--- config.mk ---
export PLATFORM = sky130hd
export DESIGN_NAME = charge_time_unit
export DESIGN_NICKNAME = d
export VERILOG_FILES = /design/src/charge_time_unit.v
export VERILOG_INCLUDE_DIRS = /design/src /design/src/src
export SDC_FILE = /design/constraint.sdc
export NUM_CORES = 1
export LEC_CHECK = 0
export BUFFER_PORTS_ARGS = -buffer_cell sky130_fd_sc_hd__buf_4
export CAP_MARGIN = 20
export CORE_MARGIN = 10
export CORE_UTILIZATION = 35
export DETAILED_ROUTE_END_ITERATION = 12
export GPL_TIMING_DRIVEN = 0
export PLACE_DENSITY = 0.64
export SLEW_MARGIN = 0
export SYNTH_ARGS = -nofsm -noshare
export SYNTH_HDL_FRONTEND = slang
export SYNTH_SLANG_ARGS = --single-unit
--- constraint.sdc ---
create_clock -name ref_clk_i -period 2.9 [get_ports ref_clk_i]
set_clock_uncertainty 0.1 [all_clocks]
set_input_delay 0.29 -clock ref_clk_i [delete_from_list [all_inputs] [get_ports ref_clk_i]]
set_output_delay 0.29 -clock ref_clk_i [all_outputs]
set_load 0.02 [all_outputs]
--- src/charge_time_regs.vh ---
// register offsets, field positions and reset values for the charge time unit
`ifndef CHARGE_TIME_REGS_VH
`define CHARGE_TIME_REGS_VH
`define REF_CTRL_ADDR      12'h000
`define TIME_CTRL_ADDR     12'h004
`define CURR_CTRL_ADDR     12'h008
`define STATUS_ADDR        12'h00c
`define REF_CTRL_RESET     16'h0000
`define TIME_CTRL_RESET    16'h0000
`define CURR_CTRL_RESET    16'h0000
`define REF_CTRL_MASK      16'h00ff
`define TIME_CTRL_MASK     16'hbfff
`define CURR_CTRL_MASK     16'hff00
`define REF_ENABLE_BIT     7
`define REF_OUT_EN_BIT     6
`define REF_RANGE_BIT      5
`define REF_SUPPLY_BIT     4
`define UNIT_ENABLE_BIT    15
`define IDLE_STOP_BIT      13
`define DELAY_GEN_BIT      12
`define EDGE_GATE_BIT      11
`define EDGE_ORDER_BIT     10
`define CURR_GROUND_BIT    9
`define TRIG_OUT_BIT       8
`define EDGE_TWO_POL_BIT   7
`define EDGE_TWO_SRC_HI    6
`define EDGE_TWO_SRC_LO    5
`define EDGE_ONE_POL_BIT   4
`define EDGE_ONE_SRC_HI    3
`define EDGE_ONE_SRC_LO    2
`define EDGE_TWO_FLAG_BIT  1
`define EDGE_ONE_FLAG_BIT  0
`define CURR_RANGE_HI      9
`define CURR_RANGE_LO      8
`define CURR_TRIM_HI       15
`define CURR_TRIM_LO       10
`define REF_LEVEL_HI       3
`define REF_LEVEL_LO       0
`define SRC_PIN_ONE        2'h3
`define SRC_PIN_TWO        2'h2
`define SRC_OCMP_ONE       2'h1
`define SRC_TIMER_ONE      2'h0
`endif

--- src/charge_time_unit.v ---
// charge time unit control logic with reference control and apb registers
`include "charge_time_regs.vh"
module charge_time_unit (
  input  wire        ref_clk_i,
  input  wire        reset_n_i,
  input  wire        psel_i,
  input  wire        penable_i,
  input  wire        pwrite_i,
  input  wire [11:0] paddr_i,
  input  wire [31:0] pwdata_i,
  input  wire [3:0]  pstrb_i,
  output reg  [31:0] prdata_o,
  output reg         pready_o,
  output reg         pslverr_o,
  input  wire        idle_mode_i,
  input  wire        ext_edge_pin_one_i,
  input  wire        ext_edge_pin_two_i,
  input  wire        output_compare_one_i,
  input  wire        timer_one_i,
  input  wire        cmp_two_out_i,
  output reg         ref_enable_o,
  output reg         reference_output_en_o,
  output reg         ref_range_select_o,
  output reg         ref_supply_select_o,
  output reg  [3:0]  ref_level_code_o,
  output reg  [1:0]  current_range_o,
  output reg  [5:0]  current_trim_o,
  output reg         current_ground_o,
  output reg         current_on_o,
  output reg         cmp_two_b_route_o,
  output reg         measure_pulse_o,
  output reg         delay_pulse_out_o,
  output reg         trigger_o
);

  localparam ST_IDLE   = 3'b001;
  localparam ST_CHARGE = 3'b010;
  localparam ST_PULSE  = 3'b100;

  reg [15:0] ref_ctrl;
  reg [15:0] time_ctrl;
  reg [15:0] curr_ctrl;
  reg [2:0]  state;
  reg [2:0]  next_state;
  reg        cmp_q;

  // source multiplexer shared by both channels
  function src_pick;
    input [1:0] sel;
    input       pin_one;
    input       pin_two;
    input       ocmp;
    input       tmr;
    begin
      case (sel)
        `SRC_PIN_ONE:  src_pick = pin_one;
        `SRC_PIN_TWO:  src_pick = pin_two;
        `SRC_OCMP_ONE: src_pick = ocmp;
        default:       src_pick = tmr;
      endcase
    end
  endfunction

  wire [1:0] sel_one = time_ctrl[`EDGE_ONE_SRC_HI:`EDGE_ONE_SRC_LO];
  wire [1:0] sel_two = time_ctrl[`EDGE_TWO_SRC_HI:`EDGE_TWO_SRC_LO];
  wire src_one = src_pick(sel_one, ext_edge_pin_one_i, ext_edge_pin_two_i,
                          output_compare_one_i, timer_one_i);
  wire src_two = src_pick(sel_two, ext_edge_pin_one_i, ext_edge_pin_two_i,
                          output_compare_one_i, timer_one_i);

  // unit runs when enabled and not stopped by idle
  wire running = time_ctrl[`UNIT_ENABLE_BIT] &
                 ~(time_ctrl[`IDLE_STOP_BIT] & idle_mode_i);
  wire gate_open = running & time_ctrl[`EDGE_GATE_BIT];
  wire delay_mode = running & time_ctrl[`DELAY_GEN_BIT];

  // per channel edge detection, index 0 is edge one and 1 edge two
  wire [1:0] chan_src;
  wire [1:0] chan_pol;
  wire [1:0] chan_ev;
  assign chan_src = {src_two, src_one};
  assign chan_pol = {time_ctrl[`EDGE_TWO_POL_BIT],
                     time_ctrl[`EDGE_ONE_POL_BIT]};

  genvar g;
  generate
    for (g = 0; g < 2; g = g + 1) begin : g_chan
      reg  last;
      wire rise;
      wire fall;
      // sample taken every cycle, even while gated, so reopening shows no false edge
      always @(posedge ref_clk_i or negedge reset_n_i) begin
        if (!reset_n_i)
          last <= 1'b0;
        else
          last <= chan_src[g];
      end
      // polarity bit set means rising edge counts
      assign rise = chan_src[g] & ~last;
      assign fall = ~chan_src[g] & last;
      assign chan_ev[g] = gate_open &
        (chan_pol[g] ? rise : fall);
    end
  endgenerate

  wire ev_one     = chan_ev[0];
  wire ev_two_raw = chan_ev[1];
  // ordering looks at the flag or a same-cycle edge one event
  wire ev_two = ev_two_raw & (~time_ctrl[`EDGE_ORDER_BIT] |
    time_ctrl[`EDGE_ONE_FLAG_BIT] | ev_one);

  wire wr_en = psel_i & penable_i & pwrite_i;
  wire rd_en = psel_i & ~penable_i & ~pwrite_i;

  // one-hot register select shared by writes, reads and errors
  function [3:0] reg_hit;
    input [11:0] addr;
    begin
      case (addr)
        `REF_CTRL_ADDR:  reg_hit = 4'h1;
        `TIME_CTRL_ADDR: reg_hit = 4'h2;
        `CURR_CTRL_ADDR: reg_hit = 4'h4;
        `STATUS_ADDR:    reg_hit = 4'h8;
        default:         reg_hit = 4'h0;
      endcase
    end
  endfunction

  wire [3:0] hit     = reg_hit(paddr_i);
  wire       addr_ok = |hit;
  wire       wr_ref  = wr_en & hit[0];
  wire       wr_time = wr_en & hit[1];
  wire       wr_curr = wr_en & hit[2];

  // byte-lane merge of a write into a 16 bit register
  function [15:0] merge;
    input [15:0] old;
    input [31:0] wd;
    input [3:0]  strb;
    input [15:0] msk;
    begin
      merge = old;
      if (strb[0])
        merge[7:0] = wd[7:0];
      if (strb[1])
        merge[15:8] = wd[15:8];
      merge = merge & msk;
    end
  endfunction

  reg [15:0] next_time;
  always @* begin
    next_time = time_ctrl;
    if (wr_time)
      next_time = merge(time_ctrl, pwdata_i, pstrb_i, `TIME_CTRL_MASK);
    // hardware set wins over a software clear in the same cycle
    if (ev_one)
      next_time[`EDGE_ONE_FLAG_BIT] = 1'b1;
    if (ev_two)
      next_time[`EDGE_TWO_FLAG_BIT] = 1'b1;
  end

  // reference register, written only in the access cycle
  always @(posedge ref_clk_i or negedge reset_n_i) begin
    if (!reset_n_i) begin
      ref_ctrl <= `REF_CTRL_RESET;
    end else if (wr_ref) begin
      ref_ctrl <= merge(ref_ctrl, pwdata_i, pstrb_i,
                        `REF_CTRL_MASK);
    end
  end

  // current register, written only in the access cycle
  always @(posedge ref_clk_i or negedge reset_n_i) begin
    if (!reset_n_i) begin
      curr_ctrl <= `CURR_CTRL_RESET;
    end else if (wr_curr) begin
      curr_ctrl <= merge(curr_ctrl, pwdata_i, pstrb_i,
                         `CURR_CTRL_MASK);
    end
  end

  // control register also takes the hardware flag updates
  always @(posedge ref_clk_i or negedge reset_n_i) begin
    if (!reset_n_i) begin
      time_ctrl <= `TIME_CTRL_RESET;
    end else begin
      time_ctrl <= next_time;
    end
  end

  // comparator sampled once so the state machine sees one value
  always @(posedge ref_clk_i or negedge reset_n_i) begin
    if (!reset_n_i) begin
      cmp_q <= 1'b0;
    end else begin
      cmp_q <= cmp_two_out_i;
    end
  end

  // read word for the selected register; unmapped places read zero
  function [31:0] read_word;
    input [3:0]  sel;
    input [15:0] rf;
    input [15:0] tc;
    input [15:0] cc;
    input [2:0]  st;
    begin
      read_word = 32'h00000000;
      if (sel[0])
        read_word = {16'h0000, rf};
      if (sel[1])
        read_word = {16'h0000, tc};
      if (sel[2])
        read_word = {16'h0000, cc};
      if (sel[3])
        read_word = {29'h00000000, st};
    end
  endfunction

  // no wait state: setup registers pready so the first access cycle answers
  always @(posedge ref_clk_i or negedge reset_n_i) begin
    if (!reset_n_i) begin
      pready_o  <= 1'b0;
      pslverr_o <= 1'b0;
    end else begin
      pready_o  <= psel_i & ~penable_i;
      pslverr_o <= psel_i & ~penable_i & ~addr_ok;
    end
  end

  // read data taken at setup so it stands through the access cycle
  always @(posedge ref_clk_i or negedge reset_n_i) begin
    if (!reset_n_i) begin
      prdata_o <= 32'h00000000;
    end else if (rd_en) begin
      prdata_o <= read_word(hit, ref_ctrl, time_ctrl, curr_ctrl, state);
    end
  end

  // delay generator: idle, charging capacitor, pulse until trip clears
  always @* begin
    next_state = state;
    case (state)
      ST_IDLE: begin
        if (delay_mode & ev_one)
          next_state = ST_CHARGE;
      end
      ST_CHARGE: begin
        if (~delay_mode)
          next_state = ST_IDLE;
        else if (cmp_q)
          next_state = ST_PULSE;
      end
      ST_PULSE: begin
        if (~delay_mode | ~cmp_q)
          next_state = ST_IDLE;
      end
      default: begin
        next_state = ST_IDLE;
      end
    endcase
  end

  always @(posedge ref_clk_i or negedge reset_n_i) begin
    if (!reset_n_i) begin
      state <= ST_IDLE;
    end else begin
      state <= next_state;
    end
  end

  wire range_on = curr_ctrl[`CURR_RANGE_HI:`CURR_RANGE_LO] != 2'h0;
  // measurement: source on between edge one and edge two events
  wire meas_on = running & ~time_ctrl[`DELAY_GEN_BIT] &
    time_ctrl[`EDGE_ONE_FLAG_BIT] & ~time_ctrl[`EDGE_TWO_FLAG_BIT];
  wire charging = next_state == ST_CHARGE;
  wire pulsing  = next_state == ST_PULSE;

  // reference controls are plain registered copies
  always @(posedge ref_clk_i or negedge reset_n_i) begin
    if (!reset_n_i) begin
      ref_enable_o          <= 1'b0;
      reference_output_en_o <= 1'b0;
      ref_range_select_o    <= 1'b0;
      ref_supply_select_o   <= 1'b0;
      ref_level_code_o      <= 4'h0;
    end else begin
      ref_enable_o          <= ref_ctrl[`REF_ENABLE_BIT];
      reference_output_en_o <= ref_ctrl[`REF_OUT_EN_BIT];
      ref_range_select_o    <= ref_ctrl[`REF_RANGE_BIT];
      ref_supply_select_o   <= ref_ctrl[`REF_SUPPLY_BIT];
      ref_level_code_o      <= ref_ctrl[`REF_LEVEL_HI:`REF_LEVEL_LO];
    end
  end

  // current range and trim copies for the analog source
  always @(posedge ref_clk_i or negedge reset_n_i) begin
    if (!reset_n_i) begin
      current_range_o <= 2'h0;
      current_trim_o  <= 6'h00;
    end else begin
      current_range_o <= curr_ctrl[`CURR_RANGE_HI:`CURR_RANGE_LO];
      current_trim_o  <= curr_ctrl[`CURR_TRIM_HI:`CURR_TRIM_LO];
    end
  end

  // ground overrides charging so a grounded source never ramps
  always @(posedge ref_clk_i or negedge reset_n_i) begin
    if (!reset_n_i) begin
      current_ground_o <= 1'b0;
      current_on_o     <= 1'b0;
    end else begin
      current_ground_o <= time_ctrl[`CURR_GROUND_BIT];
      current_on_o     <= range_on & ~time_ctrl[`CURR_GROUND_BIT] &
        (meas_on | charging);
    end
  end

  // comparator b input follows the delay mode
  always @(posedge ref_clk_i or negedge reset_n_i) begin
    if (!reset_n_i) begin
      cmp_two_b_route_o <= 1'b0;
    end else begin
      cmp_two_b_route_o <= delay_mode;
    end
  end

  // outputs registered per house style; a fully unclocked pulse path
  // would need an asynchronous cell outside this block
  always @(posedge ref_clk_i or negedge reset_n_i) begin
    if (!reset_n_i) begin
      measure_pulse_o   <= 1'b0;
      delay_pulse_out_o <= 1'b0;
    end else begin
      measure_pulse_o   <= meas_on;
      delay_pulse_out_o <= pulsing;
    end
  end

  // trigger follows whichever pulse is active
  always @(posedge ref_clk_i or negedge reset_n_i) begin
    if (!reset_n_i) begin
      trigger_o <= 1'b0;
    end else begin
      trigger_o <= running & time_ctrl[`TRIG_OUT_BIT] &
        (meas_on | pulsing);
    end
  end

endmodule // charge_time_unit

==> impl_metrics.py, run 1 <==
metrics = {
    "run_status": {
        "status": "complete, but fails checks",
        "violations": "hold timing",
    },
    "route": {
        "viasPerCell": 4.83,
        "dr_total_vias": 2213,
        "drcViolationCount": 0,
        "routed_wl_um": 7890,
        "first_pass_iters": 4,
        "drt_iter0_drc": 118,
        "final_antenna_net_count": 0,
        "wl_per_cell_um": 17.2,
    },
    "pwr": {
        "p_clk_share_pct": 36.3,
        "combPwrFrac_pct": 8.5,
        "swShare_pct": 25.3,
        "power_mw": 1.97,
        "irDropWorstVdd_v": 0.000200,
        "pwr-share-seq_pct": 55.2,
        "switchingPower_mw": 0.499,
        "p_leak_nw": 2.24,
        "powerDensity_nw_per_um2": 471,
        "internal_power_mw": 1.47,
    },
    "place": {
        "placed_cell_area_um2": 4000,
        "port-buffer-count": 80,
        "gp_congestion": 0.809,
        "place.detailed.hpwl_um": 6070,
        "place_ws_ns": 0.790,
    },
    "yosys": {
        "yosysUniqueCellTypes": 43,
        "yosys.area.top_type": "dfrtp_1",
        "syn_area_um2": 3210,
        "ys_top_cells_by_area": "dfrtp_1 (59%), mux2_2 (7.0%), buf_4 (3.7%), mux2_1 (3.2%), a221o_1 (1.9%)",
        "ys_ff_latch": 77,
        "synth_cells": 238,
        "synth_edf_count": 0,
        "yosysMostFrequentCell": "dfrtp_1",
        "synth.avg_cell_area_um2": 13.5,
        "yosysSeqAreaShare_pct": 60.1,
        "yosys.area.top_type_share_pct": 59.3,
        "synth_commonest_cells": "dfrtp_1 (76), mux2_2 (20), buf_4 (16), nor2_1 (14), mux2_1 (9)",
        "async_reset_ff_share_pct": 100,
        "synth-main-ff-cell": "dfrtp_1",
        "ys_warn_count": 0,
    },
    "floorplan": {
        "initial_core_util_pct": 36.4,
        "die_w_um": 116,
        "core_um2": 8810,
        "die_area_um2": 13400,
        "die-height_um": 116,
        "ioPinCount": 115,
        "rows": 34,
    },
    "grt": {
        "grt_max_degree": 78,
        "gr-total-overflow": 0,
        "grt.total_usage_pct": 12.0,
        "antenna_found_initial": 0,
        "grt_pass1_vias": 2356,
        "grt_pass1_wl_um": 12400,
    },
    "cts": {
        "postCtsSetupBuffers": 0,
        "clkLatencyLatePin_ns": 0.35,
        "clock-sinks": 77,
        "clockRootBuffer": "clkbuf_8",
        "clock_path_buffers": 2,
        "cts_max_level": 3,
        "clk_pin_slew_ns": 0.08,
        "cts_tree": "yes",
        "numCtsBuffers": 9,
    },
    "cells_and_area": {
        "synthToLayoutAreaGrowth_pct": 30.4,
        "fillers": 804,
        "n_antenna_cell": 0,
        "post-route-util_pct": 47.5,
        "fin_nets": 404,
        "drive_above_1_share_pct": 43.4,
        "fin_area_um2": 4190,
    },
    "timing": {
        "hold_viol": 36,
        "drv_slew": 0,
        "setup_viol": 0,
        "worstMarginPinSlew_ns": 0.939,
        "max_freq_mhz": 551,
        "slew_headroom_pct": 37.4,
        "rsz0062_at_grt": "false",
        "period_needed_ns": 1.81,
        "period_share_pct": 62.6,
        "finalSetupTns_ns": 0,
        "hold-worst-slack_ns": -0.0359,
        "fin_ws_ns": 1.09,
    },
    "worst_setup_path": {
        "endpoint_kind": "register",
        "start_kind": "register",
        "path_class": "reg -> reg",
        "crit_required_ns": 3.06,
        "crit_fanout": 3,
        "arrival_ns": 1.97,
    },
    "run": {
        "max_cap_viol_count": 0,
    },
    "worst_hold_path": {
        "hp-class": "in -> async",
    },
}
-- layout make-up --
class                           instances  area, um2  share of cell area, %
Timing Repair Buffer                   81        611                   14.6
Inverter                                3       11.3                  0.269
Sequential cell                        77       1930                   46.1
Buffer                                 23        159                   3.80
Clock buffer                           10        128                   3.05
Clock inverter                          6       47.5                   1.14
Tap cell                              108        135                   3.23
Multi-Input combinational cell        150       1170                   27.9
-- logic make-up after synthesis --
family,synth area share [%]
muxes,12.3
AOI/OAI and AO/OA,9.28
buffers and inverters,5.30
other,0.117
and+or+nand+nor,12.9
DFF,60.1
-- layer usage --
layer  up-vias  global-route usage, %  share of wire [%]
met5         -                      0                  0
met4         0                   5.17                1.8
met3        12                   4.03                7.0
met2        72                   19.9                 51
met1      1077                   13.9                 40
li1       1052                      -                  -
-- stage by stage --
stage / cells / hold WS, ns
floorplan: 253 / -0.106
global placement: 441 / 0.277
detailed placement: 441 / 0.281
CTS: 458 / 0.0123
global route: 458 / 0.0474
finish: 458 / -0.0359
-- repair_timing --
action,CTS,global route
hold buffers,1,0
hold endpoints to repair,1,0
gates resized for setup,0,0
-- placed cells by master, fill, tap and decap left out, drive strengths merged --
| cell | synthesis | routed |
|---|---|---|
| a21boi | 2 | 2 |
| a21o | 2 | 2 |
| a221o | 6 | 6 |
| a221oi | 3 | 3 |
| a22o | 5 | 5 |
| a22oi | 6 | 6 |
| a311oi | 1 | 1 |
| and2 | 3 | 3 |
| and2b | 1 | 1 |
| and3 | 7 | 7 |
| and3b | 1 | 1 |
| and4 | 3 | 3 |
| buf | 21 | 101 |
| clkbuf | 2 | 12 |
| clkinvlp | 0 | 4 |
| conb | 1 | 16 |
| dfrtp | 76 | 76 |
| dfstp | 1 | 1 |
| dlygate4sd3 | 0 | 1 |
| inv | 3 | 5 |
| mux2 | 29 | 29 |
| mux2i | 2 | 2 |
| mux4 | 2 | 2 |
| nand2 | 8 | 8 |
| nand2b | 5 | 5 |
| nand3 | 6 | 6 |
| nand3b | 1 | 1 |
| nand4 | 5 | 5 |
| nor2 | 17 | 17 |
| nor2b | 3 | 3 |
| nor3 | 1 | 1 |
| nor4 | 2 | 2 |
| o2111ai | 1 | 1 |
| o211a | 3 | 3 |
| o21ai | 7 | 7 |
| or2b | 2 | 2 |
-- critical path, stage by stage, from the launching register on --
cell and delay (ns):
dfrtp_1 0.39, mux4_2 0.54, mux2i_2 0.28, nand4_2 0.18, a311oi_2 0.23
-- flip-flops by register name, indices dropped and copies added (netlist names) --
name	cells
reference_output_en_o	1
current_range_o	2
ref_ctrl	8
pslverr_o	1
current_on_o	1
state	3
ref_level_code_o	4
prdata_o	16
ref_range_select_o	1
pready_o	1
ref_supply_select_o	1
current_trim_o	6
curr_ctrl	8
ref_enable_o	1
cmp_two_b_route_o	1
g_chan.last	2
trigger_o	1
current_ground_o	1
measure_pulse_o	1
time_ctrl	15
delay_pulse_out_o	1
cmp_q	1
-- final timing paths --
path                                            from                     endpoint  slack (ns)  cells past startpoint
setup / recovery            time_ctrl[3]$_DFFE_PN0P_       current_on_o$_DFF_PN0_        1.09                      4
hold / removal                             reset_n_i     prdata_o[14]$_DFFE_PN0P_       -0.04                      1
setup reg to reg            time_ctrl[3]$_DFFE_PN0P_       current_on_o$_DFF_PN0_        1.09                      4
hold reg to reg            curr_ctrl[14]$_DFFE_PN0P_  current_trim_o[4]$_DFF_PN0_        0.30                      0
max in group asynchronous                  reset_n_i     time_ctrl[4]$_DFFE_PN0P_        2.11                      1
min in group ref_clk_i                  pwdata_i[14]    curr_ctrl[14]$_DFFE_PN0P_        0.06                      2
-- power by group through the flow --
stage	Sequential [mW]	Combinational [mW]	Clock, mW
4_1_cts	1.09	0.171	0.741
3_5_place_dp	1.11	0.170	0
3_3_place_gp	1.11	0.168	0
5_1_grt	1.09	0.186	0.786
6_report	1.09	0.168	0.715
2_1_floorplan	1.12	0.0623	0
Note: power is estimated with default switching activity, not from simulation.
==> inputs of run 2 (changes only) <==
clock period = 1.8 ns   (was 2.9 ns; I/O delays follow)
==> run 2 against run 1 <==
The run now ends clean. Final cell count increased by 3.9%. Wire length increased by 1.5%. Sequential share of layout area decreased by 2.1 points. Global-route usage increased by 0.34 points. Die area unchanged. Core utilization increased by 2.3 points. Final area increased by 4.8%. Clock-buffer cell count unchanged. Critical endpoint unchanged.
==> impl_metrics.py, run 2 (same netlist as run 1, synthesis figures left out) <==
metrics = {
    "timing": {
        "slew_headroom_pct": 37.1,
        "setup_viol": 0,
        "worstMarginPinSlew_ns": 0.943,
        "rsz0062_at_grt": "true",
        "hold-worst-slack_ns": 0.0230,
        "hold_viol": 0,
        "drv_slew": 0,
        "period_share_pct": 97.9,
        "max_freq_mhz": 567,
        "finalSetupTns_ns": 0,
        "fin_ws_ns": 0.0373,
        "period_needed_ns": 1.76,
    },
    "route": {
        "routed_wl_um": 8010,
        "wl_per_cell_um": 16.8,
        "drcViolationCount": 0,
        "dr_total_vias": 2275,
        "viasPerCell": 4.78,
        "drt_iter0_drc": 114,
        "first_pass_iters": 5,
        "final_antenna_net_count": 0,
    },
    "floorplan": {
        "die_w_um": 116,
        "initial_core_util_pct": 36.4,
        "ioPinCount": 115,
        "rows": 34,
        "die-height_um": 116,
        "die_area_um2": 13400,
        "core_um2": 8810,
    },
    "pwr": {
        "p_leak_nw": 2.33,
        "irDropWorstVdd_v": 0.000319,
        "powerDensity_nw_per_um2": 732,
        "power_mw": 3.21,
    },
    "run": {
        "max_cap_viol_count": 0,
    },
    "grt": {
        "gr-total-overflow": 0,
        "antenna_found_initial": 0,
        "grt_pass1_wl_um": 12800,
        "grt.total_usage_pct": 12.3,
        "grt_pass1_vias": 2440,
        "grt_max_degree": 78,
    },
    "cts": {
        "clockRootBuffer": "clkbuf_8",
        "cts_tree": "yes",
        "clkLatencyLatePin_ns": 0.35,
        "clk_pin_slew_ns": 0.08,
        "clock-sinks": 77,
        "clock_path_buffers": 2,
        "cts_max_level": 3,
        "numCtsBuffers": 9,
    },
    "cells_and_area": {
        "reg_top3": "prdata_o: 16 flops, time_ctrl: 15 flops",
        "n_antenna_cell": 0,
        "final_common_cell": "buf_4",
        "largest_reg_flops": 16,
        "synthToLayoutAreaGrowth_pct": 36.6,
        "final_cell_mix": "buf_4 (97), dfrtp_1 (76), mux2_2 (20), dlygate4sd3_1 (18), conb_1 (16)",
        "fin_nets": 422,
        "fillers": 789,
        "fin_area_um2": 4390,
        "drive_above_1_share_pct": 41.8,
        "regMostFlops": "prdata_o",
    },
    "worst_setup_path": {
        "path_cells": "mux4_2, mux2i_4, nand4_4, a311oi_2",
        "path_class": "reg -> reg",
        "crit_fanout": 3,
        "slowest_stage": "mux4_2",
        "endpoint_kind": "register",
        "crit_start": "time_ctrl[3]$_DFFE_PN0P_",
        "regToRegStartpoint": "time_ctrl[3]$_DFFE_PN0P_",
        "arrival_ns": 1.92,
        "start_kind": "register",
        "max_stage_delay_ns": 0.57,
        "crit_required_ns": 1.96,
    },
    "run_status": {
        "status": "completed",
    },
    "place": {
        "gp_congestion": 0.809,
        "place.detailed.hpwl_um": 6070,
        "port-buffer-count": 80,
        "place_ws_ns": -0.200,
        "placed_cell_area_um2": 4000,
    },
    "worst_hold_path": {
        "hp-class": "in -> reg",
        "hp-start": "psel_i",
    },
}
-- run 2: cell types whose count changed in the layout (fill, tap and decap cells not counted) --
cell / previous run / this run
buf_4: 96 / 97
mux2i_4: 0 / 1
mux2i_2: 1 / 0
nand4_4: 0 / 1
dlygate4sd3_1: 1 / 18
a21boi_2: 1 / 2
a21boi_1: 1 / 0
nand4_2: 2 / 1
-- run 2: final timing paths --
check                                              end  cells past startpoint  slack, ns
max                             current_on_o$_DFF_PN0_                      4       0.04
min                                 pready_o$_DFF_PN0_                      3       0.02
max reg2reg                     current_on_o$_DFF_PN0_                      4       0.04
min reg2reg                current_trim_o[4]$_DFF_PN0_                      0       0.30
max in group asynchronous     time_ctrl[4]$_DFFE_PN0P_                      2       0.57
min in group asynchronous     prdata_o[14]$_DFFE_PN0P_                      2       0.41
-- run 2: power breakdown --
part	internal, mW	switching, mW	total [mW]
registers	1.75	0.00867	1.75
clock network	0.509	0.644	1.15
logic	0.145	0.160	0.304
-- run 2: worst max-delay path, delay by kind of cell, from the launching register on --
kind               cells  cell delay [ns]
AOI/OAI and AO/OA      1             0.21
muxes                  2             0.82
and+or+nand+nor        1             0.14
DFF                    1             0.39
-- run 2: per-layer routing --
metal	GRT usage, %	vias up	share of wire [%]
li1	-	1092	-
met1	14.4	1113	41
met2	20.7	64	52
met3	3.67	6	6.4
met4	5.17	0	1.4
met5	0	-	0
-- run 2: layout make-up --
type                            instances  area [um2]  area share (%)
Tap cell                              108         135            3.08
Buffer                                 23         159            3.62
Inverter                                3        11.3           0.257
Multi-Input combinational cell        150        1190            27.1
Sequential cell                        77        1930            44.0
Timing Repair Buffer                   99         788            18.0
Clock inverter                          6        47.5            1.08
Clock buffer                           10         128            2.91
-- run 2: what timing repair did --
action,4_1_cts,5_1_grt
resized for setup,2,1
hold buffers,18,0
buffers inserted,0,1
setup endpoints to repair,1,2
hold endpoints to repair,108,0
-- run 2: per-stage QoR --
stage,instances,util (%)
2_1_floorplan,253,-
3_3_place_gp,441,45.4
3_5_place_dp,441,45.4
4_1_cts,475,49.6
5_1_grt,476,49.8
6_report,476,49.8
==> inputs of run 3 (changes only) <==
PLACE_DENSITY = 0.68   (was 0.64)
==> run 3 against run 2 <==
Non-clock buffer count unchanged. Global-route usage down 0.056 points. Register-to-register slack is essentially flat. Critical endpoint unchanged. Critical path type unchanged.
==> impl_metrics.py, run 3 (same netlist as run 1, synthesis figures left out) <==
metrics = {
    "run_status": {
        "status": "completed",
    },
    "place": {
        "gp_congestion": 0.743,
        "port-buffer-count": 80,
        "place.detailed.hpwl_um": 5990,
        "dp.cells": 441,
    },
    "grt": {
        "use_met3_pct": 4.19,
        "grtUsageMet1_pct": 15.2,
        "grt_pass1_wl_um": 12900,
        "busiest_layer": "met2",
        "grt_max_degree": 78,
        "antenna_found_initial": 0,
        "use_met2_pct": 20.0,
        "grt.total_usage_pct": 12.3,
        "gr-total-overflow": 0,
        "grt_pass1_vias": 2406,
    },
    "cts": {
        "clkLatencyLatePin_ns": 0.35,
        "cts_tree": "yes",
        "clock-sinks": 77,
        "numCtsBuffers": 9,
        "clockRootBuffer": "clkbuf_8",
        "cts_max_level": 3,
        "clk_pin_slew_ns": 0.08,
        "clock_path_buffers": 2,
    },
    "cells_and_area": {
        "multi_input_area_um2": 1190,
        "final_cell_mix": "buf_4 (97), dfrtp_1 (76), mux2_2 (20), dlygate4sd3_1 (18), conb_1 (16)",
        "layoutNonFillerInstCount": 476,
        "drive_above_1_share_pct": 42.1,
        "regMostFlops": "prdata_o",
        "final_common_cell": "buf_4",
        "register_area_um2": 1930,
        "fillers": 775,
        "fin_nets": 422,
        "largest_reg_flops": 16,
        "n_antenna_cell": 0,
        "post-route-util_pct": 50.4,
        "synthToLayoutAreaGrowth_pct": 38.4,
        "reg_top3": "prdata_o: 16 flops, time_ctrl: 15 flops",
    },
    "route": {
        "dr_total_vias": 2265,
        "drcViolationCount": 0,
        "routed_wl_um": 7980,
        "viasPerCell": 4.76,
        "drt_iter0_drc": 93,
        "wl_per_cell_um": 16.8,
        "final_antenna_net_count": 0,
        "first_pass_iters": 4,
    },
    "worst_setup_path": {
        "path_class": "reg -> reg",
        "endpoint_kind": "register",
        "crit_required_ns": 1.95,
        "path_cells": "mux4_2, mux2i_4, nand4_4, a311oi_2",
        "r2r_slack_ns": 0.04,
        "start_kind": "register",
        "crit_fanout": 3,
        "arrival_ns": 1.91,
        "slowest_stage": "mux4_2",
        "max_stage_delay_ns": 0.56,
    },
    "pwr": {
        "powerDensity_nw_per_um2": 796,
        "p_leak_nw": 2.36,
        "irDropWorstVdd_v": 0.000320,
    },
    "floorplan": {
        "die-height_um": 116,
        "initial_core_util_pct": 36.4,
        "die_w_um": 116,
        "rows": 34,
        "die_area_um2": 13400,
        "core_um2": 8810,
        "ioPinCount": 115,
    },
    "timing": {
        "period_share_pct": 97.9,
        "rsz0062_at_grt": "true",
        "drv_slew": 0,
        "setup_viol": 0,
        "hold_viol": 0,
        "slew_headroom_pct": 36.1,
        "period_needed_ns": 1.76,
        "worstMarginPinSlew_ns": 0.958,
        "hold-worst-slack_ns": 0.0471,
        "max_freq_mhz": 567,
    },
    "worst_hold_path": {
        "hp-class": "in -> reg",
    },
    "run": {
        "max_cap_viol_count": 0,
    },
}
run 3: cell count changes in the layout (fill, tap and decap cells not counted), sizes merged:
cell / delta
clkinvlp: -3
bufinv: +2
clkinv: +1
run 3: metal layers:
metal / wire length [um] / vias to the layer above / part of all wire, %
met3: 583 / 10 / 7.3
met2: 3880 / 66 / 49
met5: 0 / - / 0
met4: 96 / 0 / 1.2
met1: 3420 / 1100 / 43
li1: - / 1089 / -
run 3: per-stage QoR:
stage	cell area [um2]	setup WS (ns)	power, mW	setup TNS, ns
3_3_place_gp	4000	-0.145	2.06	-2.43
3_5_place_dp	4000	-0.158	2.06	-2.68
4_1_cts	4430	0.0166	3.57	0
6_report	4440	0.0373	3.54	0
5_1_grt	4440	-0.0345	3.69	-0.0345
2_1_floorplan	3270	0.135	1.90	0
run 3: repair_timing:
| item | CTS | global route |
|---|---|---|
| resized for setup | 2 | 1 |
| endpoints found under the hold margin | 108 | 0 |
| hold buffers | 18 | 0 |
| buffers inserted | 1 | 0 |
| setup endpoints to repair | 2 | 1 |
run 3: area by class of cell:
cell class,instances,area share (%)
tap,108,3.04
clock buffer,10,3.10
buffer,23,3.58
clock inverter,6,2.11
timing repair buffer,99,17.7
sequential,77,43.4
multi-input combinational,150,26.8
inverter,3,0.254
run 3: final timing paths:
check / start / to / cells after the start
worst max-delay path: time_ctrl[3]$_DFFE_PN0P_ / current_on_o$_DFF_PN0_ / 4
worst min-delay path: psel_i / pready_o$_DFF_PN0_ / 3
worst max register to register: time_ctrl[3]$_DFFE_PN0P_ / current_on_o$_DFF_PN0_ / 4
worst min register to register: ref_ctrl[6]$_DFFE_PN0P_ / reference_output_en_o$_DFF_PN0_ / 0
max in group asynchronous: reset_n_i / time_ctrl[13]$_DFFE_PN0P_ / 2
min in group asynchronous: reset_n_i / current_trim_o[5]$_DFF_PN0_ / 2
run 3: critical path, delay by kind of cell, from the launching register on:
kind / cells / cell delay (ns)
DFF: 1 / 0.38
and+or+nand+nor: 1 / 0.14
muxes: 2 / 0.82
AOI/OAI and AO/OA: 1 / 0.22
run 3: power breakdown:
group          internal, mW  total [mW]  switching (mW)
clock                 0.831        1.48           0.648
combinational         0.145       0.306           0.161
sequential             1.75        1.75         0.00810
